File: config.mk
export PLATFORM = sky130hd
export DESIGN_NAME = dpdc_top
export DESIGN_NICKNAME = d
export VERILOG_FILES = /design/src/design/dpdc_pkg.sv /design/src/design/dpdc_top.sv
export SDC_FILE = /design/constraint.sdc
export NUM_CORES = 1
export LEC_CHECK = 0
export ABC_AREA = 1
export BUFFER_PORTS_ARGS = -buffer_cell sky130_fd_sc_hd__buf_2
export CORE_UTILIZATION = 61
export CTS_CLUSTER_DIAMETER = 150
export DETAILED_ROUTE_END_ITERATION = 10
export PLACE_DENSITY = 0.92
export SLEW_MARGIN = 20
export SYNTH_ARGS = -nofsm -noshare
export SYNTH_HDL_FRONTEND = slang
export SYNTH_SLANG_ARGS = --single-unit
File: constraint.sdc
create_clock -name aclk -period 3.9 [get_ports aclk]
set_input_delay 0.195 -clock aclk [delete_from_list [all_inputs] [get_ports aclk]]
set_output_delay 0.195 -clock aclk [all_outputs]
set_load 0.05 [all_outputs]
File: src/design/dpdc_pkg.sv
// Package for the dual prescaled down counters: register indices,
// field layouts, reset values and timing constants.
// Assumes a 32-bit AXI4-Lite register bus; byte address = 4 * index.

package dpdc_pkg;

   // ------------------------------------------------------------------
   // Register indices (byte address is four times the index)
   // ------------------------------------------------------------------
   localparam int unsigned ADDR_W   = 10;
   localparam logic [7:0]  IDX_TMR  = 8'hf1;
   localparam logic [7:0]  IDX_CNT1 = 8'hf2;
   localparam logic [7:0]  IDX_DIV1 = 8'hf3;
   localparam logic [7:0]  IDX_CNT0 = 8'hf4;
   localparam logic [7:0]  IDX_DIV0 = 8'hf5;
   localparam logic [7:0]  IDX_SRC  = 8'hfa;
   localparam logic [7:0]  IDX_STAT = 8'hfb;
   localparam logic [7:0]  IDX_MASK = 8'hfc;

   // ------------------------------------------------------------------
   // Reset values and timing
   // ------------------------------------------------------------------
   localparam logic [7:0]  TMR_RESET  = 8'h00;
   localparam logic [7:0]  DIV_RESET  = 8'h02;
   localparam logic [7:0]  SRC_RESET  = 8'h00;
   localparam logic [7:0]  CNT_RESET  = 8'h00;
   localparam logic [1:0]  MASK_RESET = 2'h0;
   localparam int unsigned INT_DIV    = 4;
   localparam logic [1:0]  RESP_OKAY  = 2'h0;
   localparam logic [1:0]  RESP_SLVERR = 2'h2;

   // ------------------------------------------------------------------
   // Field layouts
   // ------------------------------------------------------------------
   typedef enum logic [1:0] {
      OUT_FIRST  = 2'b00,
      OUT_SECOND = 2'b01,
      OUT_CLOCK  = 2'b10,
      OUT_OFF    = 2'b11
   } dpdc_out_e;

   typedef enum logic [1:0] {
      PIN_CLOCK  = 2'b00,
      PIN_GATE   = 2'b01,
      PIN_TRIG   = 2'b10,
      PIN_RETRIG = 2'b11
   } dpdc_pin_e;

   typedef struct packed {
      logic [1:0] spare;
      dpdc_out_e  out_sel;
      logic       run1;
      logic       load1;
      logic       run0;
      logic       load0;
   } dpdc_tmr_s;

   typedef struct packed {
      logic [5:0] divide;
      logic       int_clk;
      logic       continuous;
   } dpdc_div_s;

   typedef struct packed {
      logic [4:0] spare;
      logic       cascade;
      dpdc_pin_e  pin_mode;
   } dpdc_src_s;

endpackage : dpdc_pkg

File: src/design/dpdc_top.sv
// Two 8-bit down counters with 6-bit prescalers, AXI4-Lite slave,
// sticky interrupt status, timer output pin and external timer input.
// Assumes one clock (aclk); timer_input_pin is asynchronous.
//
// Design decision made here: the AXI4-Lite register port.
`timescale 1ns/1ps
`default_nettype none

module dpdc_top (
   // Clock and reset
   input  wire logic                       aclk,
   input  wire logic                       aresetn,
   // AXI4-Lite write
   input  wire logic [dpdc_pkg::ADDR_W-1:0] awaddr,
   input  wire logic                       awvalid,
   output logic                            awready,
   input  wire logic [31:0]                wdata,
   input  wire logic [3:0]                 wstrb,
   input  wire logic                       wvalid,
   output logic                            wready,
   output logic [1:0]                      bresp,
   output logic                            bvalid,
   input  wire logic                       bready,
   // AXI4-Lite read
   input  wire logic [dpdc_pkg::ADDR_W-1:0] araddr,
   input  wire logic                       arvalid,
   output logic                            arready,
   output logic [31:0]                     rdata,
   output logic [1:0]                      rresp,
   output logic                            rvalid,
   input  wire logic                       rready,
   // Pins and interrupts
   input  wire logic                       timer_input_pin,
   output logic                            timer_output_pin,
   output logic                            first_timer_interrupt,
   output logic                            second_timer_interrupt,
   output logic                            irq
);

   // ------------------------------------------------------------------
   // Declarations
   // ------------------------------------------------------------------
   dpdc_pkg::dpdc_tmr_s        tmr;
   dpdc_pkg::dpdc_div_s        div [2];
   dpdc_pkg::dpdc_src_s        src;
   logic [1:0]                 stat;
   logic [1:0]                 mask;
   logic [7:0]                 count [2];
   logic [7:0]                 init [2];
   logic [5:0]                 presc [2];
   logic [1:0]                 run;
   logic [1:0]                 eoc;
   logic [1:0]                 ptick;
   logic [1:0]                 src_en;
   logic [1:0]                 load_req;
   logic [1:0]                 run_wr;
   logic [1:0]                 cnt_wr;
   logic [1:0]                 trig_start;
   logic [1:0]                 toggle;
   logic [1:0]                 quarter;
   logic                       int_tick;
   logic                       pin_meta;
   logic                       pin_sync;
   logic                       pin_prev;
   logic                       pin_rise;
   logic                       aw_hold;
   logic                       w_hold;
   logic [dpdc_pkg::ADDR_W-1:0] aw_addr;
   logic [7:0]                 w_data;
   logic                       w_lane;
   logic                       wr_go;
   logic                       wr_en;
   logic                       wr_hit;
   logic [7:0]                 wr_idx;
   logic [7:0]                 rd_idx;
   logic [7:0]                 rd_data;
   logic                       rd_hit;
   logic                       ar_take;
   logic                       stat_rd;

   // ------------------------------------------------------------------
   // Input pin synchroniser and internal clock divider
   // ------------------------------------------------------------------
   always_ff @(posedge aclk) begin
      if (!aresetn) begin
         pin_meta <= 1'b0;
         pin_sync <= 1'b0;
         pin_prev <= 1'b0;
      end else begin
         pin_meta <= timer_input_pin;
         pin_sync <= pin_meta;
         pin_prev <= pin_sync;
      end
   end

   // Edges are only seen if the source holds each level a clock or more
   assign pin_rise = pin_sync & ~pin_prev;

   always_ff @(posedge aclk) begin
      if (!aresetn) begin
         quarter <= 2'h0;
      end else begin
         quarter <= quarter + 2'h1;
      end
   end

   assign int_tick = (quarter == 2'(dpdc_pkg::INT_DIV - 1));

   // ------------------------------------------------------------------
   // Prescaler sources and triggers
   // ------------------------------------------------------------------
   always_comb begin
      src_en[0]     = int_tick;
      trig_start[0] = 1'b0;
      trig_start[1] = 1'b0;
      if (src.cascade) begin
         src_en[1] = eoc[0];
      end else if (!div[1].int_clk) begin
         src_en[1] = pin_rise;
      end else begin
         src_en[1] = int_tick & ((src.pin_mode != dpdc_pkg::PIN_GATE) | pin_sync);
         if (src.pin_mode == dpdc_pkg::PIN_TRIG) begin
            trig_start[1] = pin_rise & ~run[1];
         end else if (src.pin_mode == dpdc_pkg::PIN_RETRIG) begin
            trig_start[1] = pin_rise;
         end
      end
   end

   // ------------------------------------------------------------------
   // Bus decode helpers
   // ------------------------------------------------------------------
   assign wr_go  = aw_hold & w_hold & ~bvalid;
   assign wr_idx = aw_addr[dpdc_pkg::ADDR_W-1:2];
   assign wr_hit = (aw_addr[1:0] == 2'h0) &&
                   ((wr_idx >= dpdc_pkg::IDX_TMR && wr_idx <= dpdc_pkg::IDX_DIV0) ||
                    (wr_idx >= dpdc_pkg::IDX_SRC && wr_idx <= dpdc_pkg::IDX_MASK));
   assign wr_en  = wr_go & wr_hit & w_lane;
   assign ar_take = arvalid & arready;
   assign rd_idx  = araddr[dpdc_pkg::ADDR_W-1:2];
   assign stat_rd = ar_take && rd_hit && (rd_idx == dpdc_pkg::IDX_STAT);

   always_comb begin
      load_req[0] = wr_en && (wr_idx == dpdc_pkg::IDX_TMR) && w_data[0];
      load_req[1] = (wr_en && (wr_idx == dpdc_pkg::IDX_TMR) && w_data[2]) || trig_start[1];
      run_wr[0]   = wr_en && (wr_idx == dpdc_pkg::IDX_TMR);
      run_wr[1]   = run_wr[0];
      cnt_wr[0]   = wr_en && (wr_idx == dpdc_pkg::IDX_CNT0);
      cnt_wr[1]   = wr_en && (wr_idx == dpdc_pkg::IDX_CNT1);
   end

   // ------------------------------------------------------------------
   // Timers
   // ------------------------------------------------------------------
   // Loading and the running flag are the same write, so a mode write
   // with load and run set restarts from the initial value in one step.
   for (genvar i = 0; i < 2; i++) begin : g_timer
      assign ptick[i] = src_en[i] & run[i] & (presc[i] == 6'h00);

      always_ff @(posedge aclk) begin
         if (!aresetn) begin
            presc[i] <= 6'h3f;
            count[i] <= dpdc_pkg::CNT_RESET;
            init[i]  <= dpdc_pkg::CNT_RESET;
            run[i]   <= 1'b0;
            eoc[i]   <= 1'b0;
         end else begin
            eoc[i] <= 1'b0;
            if (cnt_wr[i]) begin
               init[i] <= w_data;
            end
            if (load_req[i]) begin
               count[i] <= init[i];
               presc[i] <= div[i].divide - 6'h01;
            end else if (cnt_wr[i] && !run[i]) begin
               count[i] <= w_data;
            end else if (ptick[i]) begin
               presc[i] <= div[i].divide - 6'h01;
               if (count[i] == 8'h01) begin
                  eoc[i] <= 1'b1;
                  count[i] <= div[i].continuous ? init[i] : 8'h00;
               end else begin
                  count[i] <= count[i] - 8'h01;
               end
            end else if (src_en[i] && run[i]) begin
               presc[i] <= presc[i] - 6'h01;
            end
            if (trig_start[i]) begin
               run[i] <= 1'b1;
            end else if (run_wr[i]) begin
               run[i] <= (i == 0) ? w_data[1] : w_data[3];
            end else if (ptick[i] && count[i] == 8'h01 && !div[i].continuous) begin
               run[i] <= 1'b0;
            end
         end
      end

      always_ff @(posedge aclk) begin
         if (!aresetn) begin
            toggle[i] <= 1'b0;
         end else if (eoc[i]) begin
            toggle[i] <= ~toggle[i];
         end
      end
   end

   // ------------------------------------------------------------------
   // Configuration registers
   // ------------------------------------------------------------------
   always_ff @(posedge aclk) begin
      if (!aresetn) begin
         tmr    <= dpdc_pkg::TMR_RESET;
         div[0] <= dpdc_pkg::DIV_RESET;
         div[1] <= dpdc_pkg::DIV_RESET;
         src    <= dpdc_pkg::SRC_RESET;
         mask   <= dpdc_pkg::MASK_RESET;
      end else if (wr_en) begin
         if (wr_idx == dpdc_pkg::IDX_TMR) begin
            tmr <= w_data;
         end else if (wr_idx == dpdc_pkg::IDX_DIV1) begin
            div[1] <= w_data;
         end else if (wr_idx == dpdc_pkg::IDX_DIV0) begin
            div[0] <= w_data;
         end else if (wr_idx == dpdc_pkg::IDX_SRC) begin
            src <= w_data;
         end else if (wr_idx == dpdc_pkg::IDX_MASK) begin
            mask <= w_data[1:0];
         end
      end
   end

   // Set beats the clearing read so an end of count is never lost
   always_ff @(posedge aclk) begin
      if (!aresetn) begin
         stat <= 2'h0;
      end else begin
         stat <= eoc | (stat & ~{2{stat_rd}});
      end
   end

   // ------------------------------------------------------------------
   // Pin and interrupt outputs
   // ------------------------------------------------------------------
   always_ff @(posedge aclk) begin
      if (!aresetn) begin
         timer_output_pin       <= 1'b0;
         first_timer_interrupt  <= 1'b0;
         second_timer_interrupt <= 1'b0;
         irq                    <= 1'b0;
      end else begin
         case (tmr.out_sel)
            dpdc_pkg::OUT_FIRST:  timer_output_pin <= toggle[0];
            dpdc_pkg::OUT_SECOND: timer_output_pin <= toggle[1];
            dpdc_pkg::OUT_CLOCK:  timer_output_pin <= quarter[1];
            default:              timer_output_pin <= 1'b0;
         endcase
         first_timer_interrupt  <= eoc[0];
         second_timer_interrupt <= eoc[1];
         irq                    <= |(next_stat_masked());
      end
   end

   function automatic logic [1:0] next_stat_masked();
      return (eoc | (stat & ~{2{stat_rd}})) & mask;
   endfunction : next_stat_masked

   // ------------------------------------------------------------------
   // AXI4-Lite write channel
   // ------------------------------------------------------------------
   always_ff @(posedge aclk) begin
      if (!aresetn) begin
         awready <= 1'b1;
         wready  <= 1'b1;
         aw_hold <= 1'b0;
         w_hold  <= 1'b0;
         aw_addr <= '0;
         w_data  <= 8'h00;
         w_lane  <= 1'b0;
         bvalid  <= 1'b0;
         bresp   <= dpdc_pkg::RESP_OKAY;
      end else begin
         if (awvalid && awready) begin
            aw_hold <= 1'b1;
            aw_addr <= awaddr;
            awready <= 1'b0;
         end
         if (wvalid && wready) begin
            w_hold <= 1'b1;
            w_data <= wdata[7:0];
            w_lane <= wstrb[0];
            wready <= 1'b0;
         end
         if (wr_go) begin
            aw_hold <= 1'b0;
            w_hold  <= 1'b0;
            bvalid  <= 1'b1;
            bresp   <= wr_hit ? dpdc_pkg::RESP_OKAY : dpdc_pkg::RESP_SLVERR;
         end
         if (bvalid && bready) begin
            bvalid  <= 1'b0;
            awready <= 1'b1;
            wready  <= 1'b1;
         end
      end
   end

   // ------------------------------------------------------------------
   // AXI4-Lite read channel
   // ------------------------------------------------------------------
   always_comb begin
      rd_hit  = (araddr[1:0] == 2'h0);
      rd_data = 8'h00;
      if (rd_idx == dpdc_pkg::IDX_TMR) begin
         rd_data = {tmr.spare, tmr.out_sel, run[1], 1'b0, run[0], 1'b0};
      end else if (rd_idx == dpdc_pkg::IDX_CNT1) begin
         rd_data = count[1];
      end else if (rd_idx == dpdc_pkg::IDX_CNT0) begin
         rd_data = count[0];
      end else if (rd_idx == dpdc_pkg::IDX_DIV1 || rd_idx == dpdc_pkg::IDX_DIV0) begin
         rd_data = 8'h00;
      end else if (rd_idx == dpdc_pkg::IDX_SRC) begin
         rd_data = src;
      end else if (rd_idx == dpdc_pkg::IDX_STAT) begin
         rd_data = {6'h00, stat};
      end else if (rd_idx == dpdc_pkg::IDX_MASK) begin
         rd_data = {6'h00, mask};
      end else begin
         rd_hit = 1'b0;
      end
   end

   always_ff @(posedge aclk) begin
      if (!aresetn) begin
         arready <= 1'b1;
         rvalid  <= 1'b0;
         rdata   <= 32'h0;
         rresp   <= dpdc_pkg::RESP_OKAY;
      end else if (ar_take) begin
         arready <= 1'b0;
         rvalid  <= 1'b1;
         rdata   <= {24'h0, rd_hit ? rd_data : 8'h00};
         rresp   <= rd_hit ? dpdc_pkg::RESP_OKAY : dpdc_pkg::RESP_SLVERR;
      end else if (rvalid && rready) begin
         rvalid  <= 1'b0;
         arready <= 1'b1;
      end
   end

   // ------------------------------------------------------------------
   // Assertions
   // ------------------------------------------------------------------
   a_int_tick_rate: assert property (@(posedge aclk) disable iff (!aresetn)
      int_tick |=> !int_tick [*3] ##1 int_tick)
      else $error("internal tick not every fourth clock");

   a_eoc_sets_status: assert property (@(posedge aclk) disable iff (!aresetn)
      eoc[0] |=> stat[0] && first_timer_interrupt)
      else $error("first end of count lost");

   a_second_irq: assert property (@(posedge aclk) disable iff (!aresetn)
      eoc[1] |=> second_timer_interrupt && first_timer_interrupt == $past(eoc[0]))
      else $error("second interrupt line wrong");

   a_single_pass: assert property (@(posedge aclk) disable iff (!aresetn)
      ptick[0] && count[0] == 8'h01 && !div[0].continuous && !load_req[0] && !run_wr[0]
      |=> !run[0] && count[0] == 8'h00 && eoc[0])
      else $error("single pass did not halt at zero");

   a_modulo_reload: assert property (@(posedge aclk) disable iff (!aresetn)
      ptick[0] && count[0] == 8'h01 && div[0].continuous && !load_req[0] && !cnt_wr[0]
      && !run_wr[0]
      |=> count[0] == $past(init[0]) && run[0])
      else $error("continuous mode did not reload");

   a_stopped_holds: assert property (@(posedge aclk) disable iff (!aresetn)
      !run[0] && !load_req[0] && !cnt_wr[0] |=> count[0] == $past(count[0]))
      else $error("stopped counter moved");

   a_count_read: assert property (@(posedge aclk) disable iff (!aresetn)
      ar_take && araddr == {dpdc_pkg::IDX_CNT0, 2'b00}
      |=> rvalid && rdata[7:0] == $past(count[0]) && rresp == dpdc_pkg::RESP_OKAY)
      else $error("counter read wrong");

   a_div_unread: assert property (@(posedge aclk) disable iff (!aresetn)
      ar_take && araddr == {dpdc_pkg::IDX_DIV0, 2'b00} |=> rdata == 32'h0)
      else $error("prescaler readable");

   a_cascade_tick: assert property (@(posedge aclk) disable iff (!aresetn)
      src.cascade && eoc[0] |-> src_en[1])
      else $error("cascade did not clock second timer");

   a_stopped_write: assert property (@(posedge aclk) disable iff (!aresetn)
      cnt_wr[1] && !run[1] && !load_req[1] |=> init[1] == count[1])
      else $error("stopped write not stored as initial");

endmodule : dpdc_top

`default_nettype wire

# Word level (Yosys, flattened, before mapping)
# Memories as Yosys holds them, arrays and structs flattened.
# Cells that the tools add are included.
# word_totals
regBits	69
mem_bits_rw	60
in_bits	64
output_inout_bits	45
word_cells	291
memories	4
# classes
add_sub_neg	7
n_lt_le_gt_ge	4
n_eq_ne	23
mux	131
n_bitwise	45
n_reduce_logical	43
# mem_list
memory	depth	word_bits	rd	rd_clocked_by_memory_dff	wr	line	text
count	2	8	2	0	2	dpdc_top.sv:48	logic [7:0] count [2];
div	2	8	2	0	2	dpdc_top.sv:44	dpdc_pkg::dpdc_div_s div [2];
init	2	8	2	0	2	dpdc_top.sv:49	logic [7:0] init [2];
presc	2	6	2	0	2	dpdc_top.sv:50	logic [5:0] presc [2];
# op_table
operator	count
$mux 8	20
$eq 8x8->1 const B	15
$mux 1	100
$mux 6	6
$sub 6x1->6 const B	4
$logic_and 1x1->1	22
$or 1x1->1	19
$eq 8x1->1 const B	2
$ge 8x8->1 const B	2
$le 8x8->1 const B	2
$sub 8x1->8 const B	2
$and 1x1->1	12
$logic_not 6->1	2
$not 1->1	10
$eq 2x2->1 const B	4
$mux 2	4
$logic_not 2->1	3
$reduce_and 6->1	1
$reduce_or 2->1	3
$reduce_and 5->1	1
$and 2x2->2	2
$logic_not 1->1	4
$reduce_bool 2->1	2
$logic_or 1x1->1	3
other kinds (8)	8

# Depth between registers and ports, before layout
# Gate-level depths: netlist (run 1).
# logic_depth
ltp_word	16
depth_mapped	16
ltp_nobuf	16

# Worst setup path before layout (run 1)
# Ideal clock, no wire load.
# synth_path
path_type	flip-flop to flip-flop
from	reg bvalid
to	mem presc[1][4] (data pin)
arrival_ps	2134
required_time_ps	3636
setup_slack_ps	1502
stages_incl_launch_ff	13
path_cell_list	dfxtp_1 > nor2_1 > nand3_2 > nor2_4 > nand4_4 > nand3_2 > buf_6 > nand2_1 > o21ai_2 > ha_1 > nand2_1 > o21ai_0 > nand3_1
# synth_rtl
item	line	text
start: declaration	dpdc_top.sv:22	output logic bvalid,
start signal: assignment	dpdc_top.sv:279	bvalid <= 1'b0;
start signal: assignment	dpdc_top.sv:296	bvalid <= 1'b1;
start signal: assignment	dpdc_top.sv:300	bvalid <= 1'b0;
end: declaration	dpdc_top.sv:50	

==> summary.md, run 1 <==
| Metric | Value |
|---|---|
| DR vias/cell | `5.727` |
| R2r worst-path depth | `11` |
| Tot Pwr | `3.235 mW` |
| Iter 0 DRT Violations | `655` |
| Via count | `6231` |
| Worst setup EP type | `flip-flop` |
| Highest Clock Rate | `353.9 MHz` |
| Critical path peak fanout | `12` |
| H-tree levels | `4` |
| CTS tree | `done` |
| CP arrival | `3.09 ns` |
| Leak pwr | `3.379 nW` |
| Num CTS Buffers | `17` |
| Hold Path End | `w_data[6]$_SDFFE_PN0P_` |
| GRT met2 Usage | `53.00%` |
| Largest net degree at the start of global routing | `43` |
| Clock insertion delay at the later pin of the skew report | `0.54 ns` |
| Crit path max-delay family | `simple AND/OR/NAND/NOR gates` |
| Post-CTS sizing | `0` |
| Site row count | `38` |
| CTS root buffer | `clkbuf_8` |
| Setup slack, reg-to-reg | `1.07 ns` |
| Clock Tree Buf Depth | `2` |
| Critical-path top delay cell | `nor2_1` |
| Starting density of the core | `62.58%` |
| Largest cells by area after synthesis | `edfxtp_1 26%, dfxtp_1 20%, nand2_1 8.6%, nor2_1 7.0%, inv_1 6.2%` |
| Status | `finished clean` |
| CP Buf/Inv Count | `1` |
| Final Skew | `0.009625 ns` |
| Crit-path max cell delay | `0.40 ns` |
| Die area | `0.01150 sq mm` |
| Final Setup Violations | `0` |
| Hold WC Path Type | `in -> reg` |
| Die height | `107.2 um` |
| Sinks on Clock Net | `126` |
| Setup crit start kind | `flip-flop` |
| Post-synth EDFFs | `59` |
| Critical path class | `reg -> reg` |
| Slew HR | `35.41%` |
| Post-synth top flop | `dfxtp_1` |
| Hpwl dp | `11320 um` |
| All-Layer GR Usage | `31.26%` |
| Slew Limit Fails | `0` |
| WHS | `0.05439 ns` |
| Sequential area share after synthesis | `46.09%` |
| Nets | `1007` |
| FF-to-FF End | `presc[1][4]$_SDFFCE_PN1P_` |
| Final core occ | `72.32%` |
| Library cells used by synthesis | `47` |
| Setup_tns | `0 ns` |
| Reg2reg start | `quarter[1]$_SDFF_PN0_` |
| Seq cells post-synth | `126` |
| Post-Route WL | `17320 um` |
| WHS Path Cells | `3` |
| Power Dens Cells | `414.4 mW/mm^2` |
| Initial antenna violation count | `0` |
| Avg WL per Cell | `15.92 um` |
| Fin crit period | `2.825 ns` |
| Crit share post-route | `72.45%` |
| Grt peak-use layer | `met2` |
| DRC violations left | `0` |
| GP Congestion | `0.9460` |
| Die Wd | `107.2 um` |
| Yosys top cell area share | `26.23%` |
| Share of cells above drive strength 1 | `12.76%` |
| Post-CTS Setup Inserts | `0` |
| Area leader, netlist | `edfxtp_1` |
| Clock Pin Slew Worst Setup and Hold Paths | `0.06 ns` |
| MaxCap Viol Count | `0` |
| Worst-margin pin slew | `0.9588 ns` |
| Final Hold Viols | `0` |
| Met3 usage | `8.024%` |
| Buffers on Ports | `55` |
| Hold path start | `wdata[6]` |
| DRT antenna net count | `0` |
| GR Util met1 | `36.67%` |
| Post-CTS Hold Buffers | `22` |
| First-pass GRT wire length | `27600 um` |
| Syn Area/Cell | `7.909 sq um` |
| Synth warn | `0` |
| Mapped Area | `0.006754 sq mm` |
| Max IR drop VDD | `0.3672 mV` |
| Post-synth ARST share | `0%` |
| Core area | `0.01079 sq mm` |
| Mapped Cells | `854` |
| Required @ worst endpoint | `4.17 ns` |
| RSZ-0062 raised after global routing | `no` |
| 1st-pass router iterations | `6` |
| Vias in the first global route | `5830` |
| # diodes | `0` |
| Top-level port count | `109` |
| Remaining global-route overflow | `0` |
| Area delta synth->final | `15.56%` |
| Crit-path cells | `ha_1 -> nand3_1 -> inv_1 -> o21ai_0 -> nor2_1 -> nand3_2 -> o21ai_2 -> ha_1 -> nand2_1 -> o21ai_0 -> nand3_1` |
worst register-to-register path: cells and delay by family, from the launching register on:
kind	cells	cell delay, ns
flip-flops	1	0.36
AO/OA/AOI/OAI	3	0.64
adder cells (fa/ha/maj)	2	0.50
buffers and inverters	1	0.06
AND/OR/NAND/NOR	5	1.00
synth_stat cells (3+ instances only):
cell       instances
dfxtp_1           67
o211ai_1           4
nand3_1           44
nor2_2             3
o21ai_1            8
nand2_1          155
inv_1            112
o221ai_1           5
clkinv_1           3
buf_4             27
xor2_1            11
o22ai_1            6
a211oi_1          10
nand2_2            3
edfxtp_1          59
nand3_2            5
a31oi_1            3
o21ai_0           56
or2_2              4
ha_1               8
nor2_4             6
xnor2_1            9
o2111ai_1          3
nor3_1            13
clkbuf_1           9
inv_2              5
nor2_1           126
buf_1              3
nand4_1           27
a21oi_1           37
power by group:
| group | internal [mW] | total, mW | leakage (nW) | switching, mW |
|---|---|---|---|---|
| Clock | 0.904 | 1.47 | 0.259 | 0.565 |
| Combinational | 0.0762 | 0.298 | 2.01 | 0.222 |
| Sequential | 1.43 | 1.47 | 1.11 | 0.0413 |
| Total | 2.41 | 3.23 | 3.38 | 0.828 |
area by class of cell:
type                            instances  area, sq um
Clock buffer                           21        429.2
Clock inverter                         11        117.6
Fill cell                             754         2988
Inverter                              121        456.7
Multi-Input combinational cell        590         3003
Sequential cell                       126         3113
Tap cell                              140        175.2
Timing Repair Buffer                   79        510.5
stage by stage:
step | worst slack, ns | cell area [sq um] | instances
global placement | 1.401 | 7038 | 1034
detailed placement | 1.218 | 7038 | 1034
finish | 1.075 | 7805 | 1088
global route | 0.9621 | 7805 | 1088
floorplan | 1.502 | 6848 | 879
CTS | 1.195 | 7805 | 1088
layout by cell type, fill, tap and decap left out, types with 3 or more instances in the layout:
cell	Yosys	routed
o21ai_1	8	9
o22ai_1	6	6
xnor2_1	9	9
inv_1	112	112
nor2_1	126	126
dfxtp_1	67	67
buf_2	1	55
inv_2	5	5
nor2_2	3	3
clkinv_1	3	6
nand2_2	3	3
or2_2	4	4
a211oi_1	10	10
nand4_1	27	27
edfxtp_1	59	59
o211ai_1	4	4
nand3_1	44	44
nor3_1	13	13
nor2_4	6	6
nand2_1	155	155
xor2_1	11	11
a21oi_1	37	37
conb_1	1	26
a31oi_1	3	3
ha_1	8	8
clkbuf_1	9	4
clkbuf_16	0	16
nand3_2	5	5
dlygate4sd3_1	0	22
o221ai_1	5	5
o2111ai_1	3	3
o21ai_0	56	55
flip-flops by register name, summed over array words and instances, names as in the netlist, 2 cells and up:
signal / flops
w_data: 8
aw_addr: 10
src: 8
div: 15
stat: 2
presc: 12
quarter: 2
eoc: 2
tmr: 4
rdata: 8
mask: 2
init: 16
count: 16
run: 2
toggle: 2
per-layer routing:
metal,up-vias,wire (um)
li1,2938,-
met5,-,0
met1,2781,6355
met2,423,8400
met4,0,828
met3,89,1738
cell families after synthesis:
kind of cell,after synthesis,share of synthesized area (%)
simple gates,397,27.07
other cells,1,0.05552
xor+xnor,20,2.594
flops,126,46.09
fa+ha+maj,8,1.482
buf+inv,163,10.84
compound gates,139,11.87
worst max path at each step:
| stage | from | end | slack (ns) | depth (start not counted) |
|---|---|---|---|---|
| finish | quarter[1]$_SDFF_PN0_ | presc[1][4]$_SDFFCE_PN1P_ | 1.07 | 11 |
| global placement | quarter[1]$_SDFF_PN0_ | presc[1][4]$_SDFFCE_PN1P_ | 1.40 | 11 |
| global route | quarter[1]$_SDFF_PN0_ | presc[1][4]$_SDFFCE_PN1P_ | 0.96 | 11 |
| detailed placement | quarter[1]$_SDFF_PN0_ | presc[1][4]$_SDFFCE_PN1P_ | 1.22 | 11 |
| CTS | quarter[1]$_SDFF_PN0_ | presc[1][4]$_SDFFCE_PN1P_ | 1.19 | 11 |
| floorplan | bvalid$_SDFFE_PP0P_ | presc[1][4]$_SDFFCE_PN1P_ | 1.50 | 12 |
Power figures use the tool's default switching activity.
==> run 2, diff against run 1 <==
Settings changed: CORE_UTILIZATION 61 to 57, PLACE_DENSITY 0.92 to 0.87.
Clock period 3.9 ns to 2.81 ns, I/O delays scaled along.
==> run 2 against run 1 <==
Critical path depth up 1. Non-clock buffer count down 6. Worst setup slack worse by 0.78 ns. Flip-flop and latch count unchanged. Utilization decreased by 4.6 points. Clock skew shrank 0.0036 ns. Clock power is 41% higher. Clock-buffer cell count is the same. Highest routed layer unchanged.
==> summary.md, run 2 (synthesis results as in run 1) <==
| Metric | Value |
|---|---|
| Post-CTS Hold Buffers | `9` |
| MaxCap Viol Count | `0` |
| Critical-path top delay cell | `nor2_1` |
| Hpwl dp | `11560 um` |
| Slew HR | `52.78%` |
| Final Skew | `0.006063 ns` |
| Crit path max-delay family | `simple AND/OR/NAND/NOR gates` |
| Leak pwr | `3.387 nW` |
| Clock Tree Buf Depth | `2` |
| Required @ worst endpoint | `2.99 ns` |
| Switching Fraction | `24.78%` |
| Vias in the first global route | `5620` |
| # diodes | `0` |
| Sequential Power Share | `45.2%` |
| 1st-pass router iterations | `6` |
| WL met2 | `7725 um` |
| Combinational power share | `8.8%` |
| CP arrival | `2.69 ns` |
| Met3 WL post-DR | `1468 um` |
| Nets | `1001` |
| Via count | `5948` |
| DR vias/cell | `5.482` |
| Worst-margin pin slew | `0.7075 ns` |
| Switch Pwr | `1.116 mW` |
| Sequential cell area | `0.003113 sq mm` |
| H-tree levels | `4` |
| Critical path peak fanout | `14` |
| Crit-path max cell delay | `0.36 ns` |
| Sinks on Clock Net | `126` |
| Worst setup EP type | `flip-flop` |
| Most frequent cells in the layout | `155 x nand2_1, 126 x nor2_1, 112 x inv_1` |
| Area delta synth->final | `15.02%` |
| Final Hold Viols | `0` |
| Largest net degree at the start of global routing | `60` |
| R2r worst-path depth | `12` |
| Top-level port count | `109` |
| Initial antenna violation count | `0` |
| Commonest non-fill, non-tap cell in the layout | `nand2_1` |
| RSZ-0062 raised after global routing | `no` |
| Setup slack, reg-to-reg | `0.30 ns` |
| Fin crit period | `2.512 ns` |
| GP Congestion | `0.9255` |
| CP Launch Point | `quarter[0]$_SDFF_PN0_` |
| Starting density of the core | `58.90%` |
| Num CTS Buffers | `17` |
| Final Setup Violations | `0` |
| Filler cell count | `922` |
| Crit share post-route | `89.38%` |
| Crit-path cells | `ha_1 -> nand3_1 -> inv_1 -> o21ai_0 -> nor2_1 -> nand4_1 -> nor2_1 -> inv_2 -> o21ai_1 -> clkinv_1 -> nand2_1 -> inv_1` |
| Slew Limit Fails | `0` |
| WHS | `0.01304 ns` |
| Final std cells w/o fill | `1085` |
| Post-CTS sizing | `0` |
| Hold WC Path Type | `in -> reg` |
| Clock insertion delay at the later pin of the skew report | `0.42 ns` |
| DRT antenna net count | `0` |
| DRC violations left | `0` |
| Iter 0 DRT Violations | `664` |
| First-pass GRT wire length | `26520 um` |
| Top flop regs | `count (16), init (16), div (15)` |
| WHS Path Cells | `3` |
| Placed insts | `1044` |
| Site row count | `39` |
| Highest Clock Rate | `398.2 MHz` |
| CTS tree | `done` |
| Avg WL per Cell | `14.85 um` |
| Hold Path End | `aw_addr[3]$_SDFFE_PN0P_` |
| Power Dens Cells | `579.5 mW/mm^2` |
| Multi-input gate area | `0.003003 sq mm` |
| Clock Pin Slew Worst Setup and Hold Paths | `0.05 ns` |
| Tot Pwr | `4.502 mW` |
| Die area | `0.01229 sq mm` |
| Remaining global-route overflow | `0` |
| Post-CTS Setup Inserts | `0` |
| Max IR drop VDD | `0.4720 mV` |
| CP Buf/Inv Count | `4` |
| FF-to-FF End | `count[1][6]$_SDFFCE_PN0P_` |
| Internal | `3.387 mW` |
| Setup_tns | `0 ns` |
| CTS root buffer | `clkbuf_16` |
| Status | `finished clean` |
| WL met1 | `6423 um` |
| Share of cells above drive strength 1 | `14.01%` |
| Hold path start | `awaddr[3]` |
| Max layer used | `met4` |
| Buffers on Ports | `55` |
| Die Wd | `110.9 um` |
| Reg2reg start | `quarter[0]$_SDFF_PN0_` |
| Clk pwr share | `46.0%` |
| Core area | `0.01147 sq mm` |
| All-Layer GR Usage | `27.51%` |
| Post-Route WL | `16110 um` |
| Die height | `110.9 um` |
| Critical path class | `reg -> reg` |
| Setup crit start kind | `flip-flop` |
run 2: cell count changes in the layout (fill, tap and decap cells not counted):
cell	change
buf_12	+1
buf_4	+6
dlygate4sd3_1	-13
clkbuf_1	-2
o21ai_0	+1
clkinv_4	-1
clkinv_2	+4
inv_6	-1
inv_4	+1
clkbuf_16	+3
clkbuf_8	-1
bufinv_16	-1
clkinv_1	-2
o21ai_1	-1
run 2: worst min-delay path: stages:
cell and delay (ns):
buf_2 0.07, o21ai_0 0.07, a21oi_1 0.10
run 2: power groups by stage:
stage	logic [mW]	registers, mW	clock network, mW
after global placement	0.372	2.07	0
after global routing	0.430	2.04	2.17
after detailed placement	0.380	2.07	0
after CTS	0.392	2.03	2.08
final	0.395	2.04	2.07
after floorplan	0.290	2.08	0
run 2: how the worst max path moves through the flow:
stage                                     end  cells past startpoint  slack (ns)
floorplan           presc[1][4]$_SDFFCE_PN1P_                     12        0.41
global placement    presc[1][4]$_SDFFCE_PN1P_                     13        0.41
detailed placement  presc[1][4]$_SDFFCE_PN1P_                     13        0.34
CTS                 count[1][6]$_SDFFCE_PN0P_                     12        0.31
global route        presc[1][4]$_SDFFCE_PN1P_                     13        0.03
finish              count[1][6]$_SDFFCE_PN0P_                     12        0.30
run 2: area by class of cell:
type,count,share of cell area [%]
inverters,121,5.879
clock buffers,21,6.217
well taps,143,2.303
clock inverters,11,1.144
repair buffers,73,5.734
flip-flops and latches,126,40.07
multi-input cells,590,38.65
run 2: metal layers:
layer,vias to the layer above,global-route usage [%]
met3,42,6.452
met4,0,14.40
met5,-,0
met2,307,44.76
met1,2668,34.01
li1,2931,-
run 2: through the flow:
| stage | utilization [%] | worst slack (ns) | area [sq um] |
|---|---|---|---|
| floorplan | - | 0.4120 | 6848 |
| global placement | 61.97 | 0.4136 | 7107 |
| detailed placement | 61.97 | 0.3426 | 7107 |
| CTS | 67.75 | 0.3105 | 7769 |
| global route | 67.75 | 0.03249 | 7769 |
| finish | 67.75 | 0.2984 | 7769 |
==> run 3, diff against run 2 <==
==> constraint.sdc (replaced) <==
create_clock -name aclk -period 2.81 [get_ports aclk]
set_input_delay 0.4215 -clock aclk [delete_from_list [all_inputs] [get_ports aclk]]
set_output_delay 0.4215 -clock aclk [all_outputs]
set_load 0.05 [all_outputs]
==> run 3 against run 2 <==
Largest cell class unchanged. Fmax fell by 2.9%. First-iteration DRC count fell by 5.0%. Clock skew rose by 0.0025 ns.
==> summary.md, run 3 (synthesis results as in run 1) <==
| Metric | Value |
|---|---|
| Setup_tns | `0 ns` |
| # diodes | `0` |
| Highest Clock Rate | `386.7 MHz` |
| Iter 0 DRT Violations | `631` |
| Buffers on Ports | `55` |
| Vias in the first global route | `5446` |
| Final core occ | `67.42%` |
| Slew HR | `54.46%` |
| All-Layer GR Usage | `27.36%` |
| DRT antenna net count | `0` |
| Sinks on Clock Net | `126` |
| Final Skew | `0.008610 ns` |
| DR vias/cell | `5.572` |
| Commonest non-fill, non-tap cell in the layout | `nand2_1` |
| Final Setup Violations | `0` |
| Crit share post-route | `92.03%` |
| Critical path class | `reg -> reg` |
| Initial antenna violation count | `0` |
| Placed cell area | `0.007102 sq mm` |
| Top-level port count | `109` |
| Required @ worst endpoint | `2.97 ns` |
| Post-Route WL | `16330 um` |
| H-tree levels | `4` |
| Post-CTS Hold Buffers | `0` |
| Num CTS Buffers | `17` |
| Worst setup EP type | `flip-flop` |
| First-pass GRT wire length | `26390 um` |
| Clock insertion delay at the later pin of the skew report | `0.42 ns` |
| Share of cells above drive strength 1 | `14.24%` |
| Worst-margin pin slew | `0.6824 ns` |
| Most frequent cells in the layout | `155 x nand2_1, 126 x nor2_1, 112 x inv_1` |
| CTS root buffer | `clkbuf_16` |
| Nets | `993` |
| Status | `finished clean` |
| Hpwl dp | `11740 um` |
| Clock Pin Slew Worst Setup and Hold Paths | `0.06 ns` |
| DRC violations left | `0` |
| Fin crit period | `2.586 ns` |
| Post-CTS sizing | `0` |
| Die area | `0.01229 sq mm` |
| GP Congestion | `0.9531` |
| Critical path peak fanout | `12` |
| Slew Limit Fails | `0` |
| Site row count | `39` |
| Area delta synth->final | `14.47%` |
| 1st-pass router iterations | `6` |
| Starting density of the core | `58.90%` |
| Top flop regs | `count (16), init (16), div (15)` |
| Post-route cell area | `0.007731 sq mm` |
| CTS tree | `done` |
| Leak pwr | `3.370 nW` |
| CP arrival | `2.75 ns` |
| MaxCap Viol Count | `0` |
| Clock Tree Buf Depth | `2` |
| Post-CTS Setup Inserts | `0` |
| Power Dens Cells | `617.2 mW/mm^2` |
| Via count | `6001` |
| Avg WL per Cell | `15.16 um` |
| Die height | `110.9 um` |
| RSZ-0062 raised after global routing | `no` |
| Setup crit start kind | `flip-flop` |
| Final Hold Viols | `0` |
| Hold WC Path Type | `in -> reg` |
| Core area | `0.01147 sq mm` |
| Tot Pwr | `4.772 mW` |
| Max IR drop VDD | `0.4802 mV` |
| Die Wd | `110.9 um` |
| Remaining global-route overflow | `0` |
| Largest net degree at the start of global routing | `33` |
[run 3: cell types whose count changed in the layout (fill, tap and decap cells not counted), sizes merged]
cell,delta
clkbuf,-1
clkinv,-3
dlygate4sd3,-9
bufinv,+4
buf,+1
[run 3: through the flow]
step / setup slack [ns] / hold WS [ns] / std cells
after floorplan: 0.4120 / 0.3905 / 879
after global placement: 0.4024 / 0.4111 / 1045
after detailed placement: 0.3005 / 0.4176 / 1045
after CTS: 0.2549 / 0.1798 / 1077
after global routing: 0.02353 / 0.1853 / 1077
final: 0.2239 / 0.1822 / 1077
[run 3: layout make-up]
| type | instances | area [sq um] |
|---|---|---|
| inverter | 121 | 456.7 |
| clock buffer | 20 | 436.7 |
| multi-input combinational | 590 | 3003 |
| sequential | 126 | 3113 |
| tap | 143 | 178.9 |
| clock inverter | 12 | 192.7 |
| timing repair buffer | 65 | 350.3 |
| fill | 915 | 3736 |
[run 3: critical path: stages, from the launching register on]
cell and delay (ns):
dfxtp_1 0.38, nor2_2 0.24, nand2_2 0.10, nor2_4 0.14, nor2_4 0.08, nor2_4 0.15, nand4_4 0.21, nand3_2 0.26
nand2_1 0.09, o21ai_2 0.11, ha_1 0.22, nand2_1 0.07, o21ai_0 0.17, nand3_1 0.10
[run 3: power by group]
part           internal [mW]  total [mW]  switching [mW]
Clock                   1.56        2.35           0.785
Combinational         0.0895       0.388           0.298
Sequential              1.98        2.04          0.0556
[run 3: metal layers]
layer / global-route usage, % / wire [um]
met1: 34.62 / 6615
met2: 43.98 / 7603
met3: 6.014 / 1522
met4: 14.22 / 587
met5: 0 / 0
[run 3: final timing paths]
| check | from | end | slack (ns) | depth (start not counted) |
|---|---|---|---|---|
| setup / recovery | aw_addr[3]$_SDFFE_PN0P_ | presc[1][4]$_SDFFCE_PN1P_ | 0.22 | 13 |
| hold / removal | timer_input_pin | pin_meta$_SDFF_PN0_ | 0.18 | 3 |
| setup reg to reg | aw_addr[3]$_SDFFE_PN0P_ | presc[1][4]$_SDFFCE_PN1P_ | 0.22 | 13 |
| hold reg to reg | quarter[0]$_SDFF_PN0_ | quarter[0]$_SDFF_PN0_ | 0.43 | 1 |
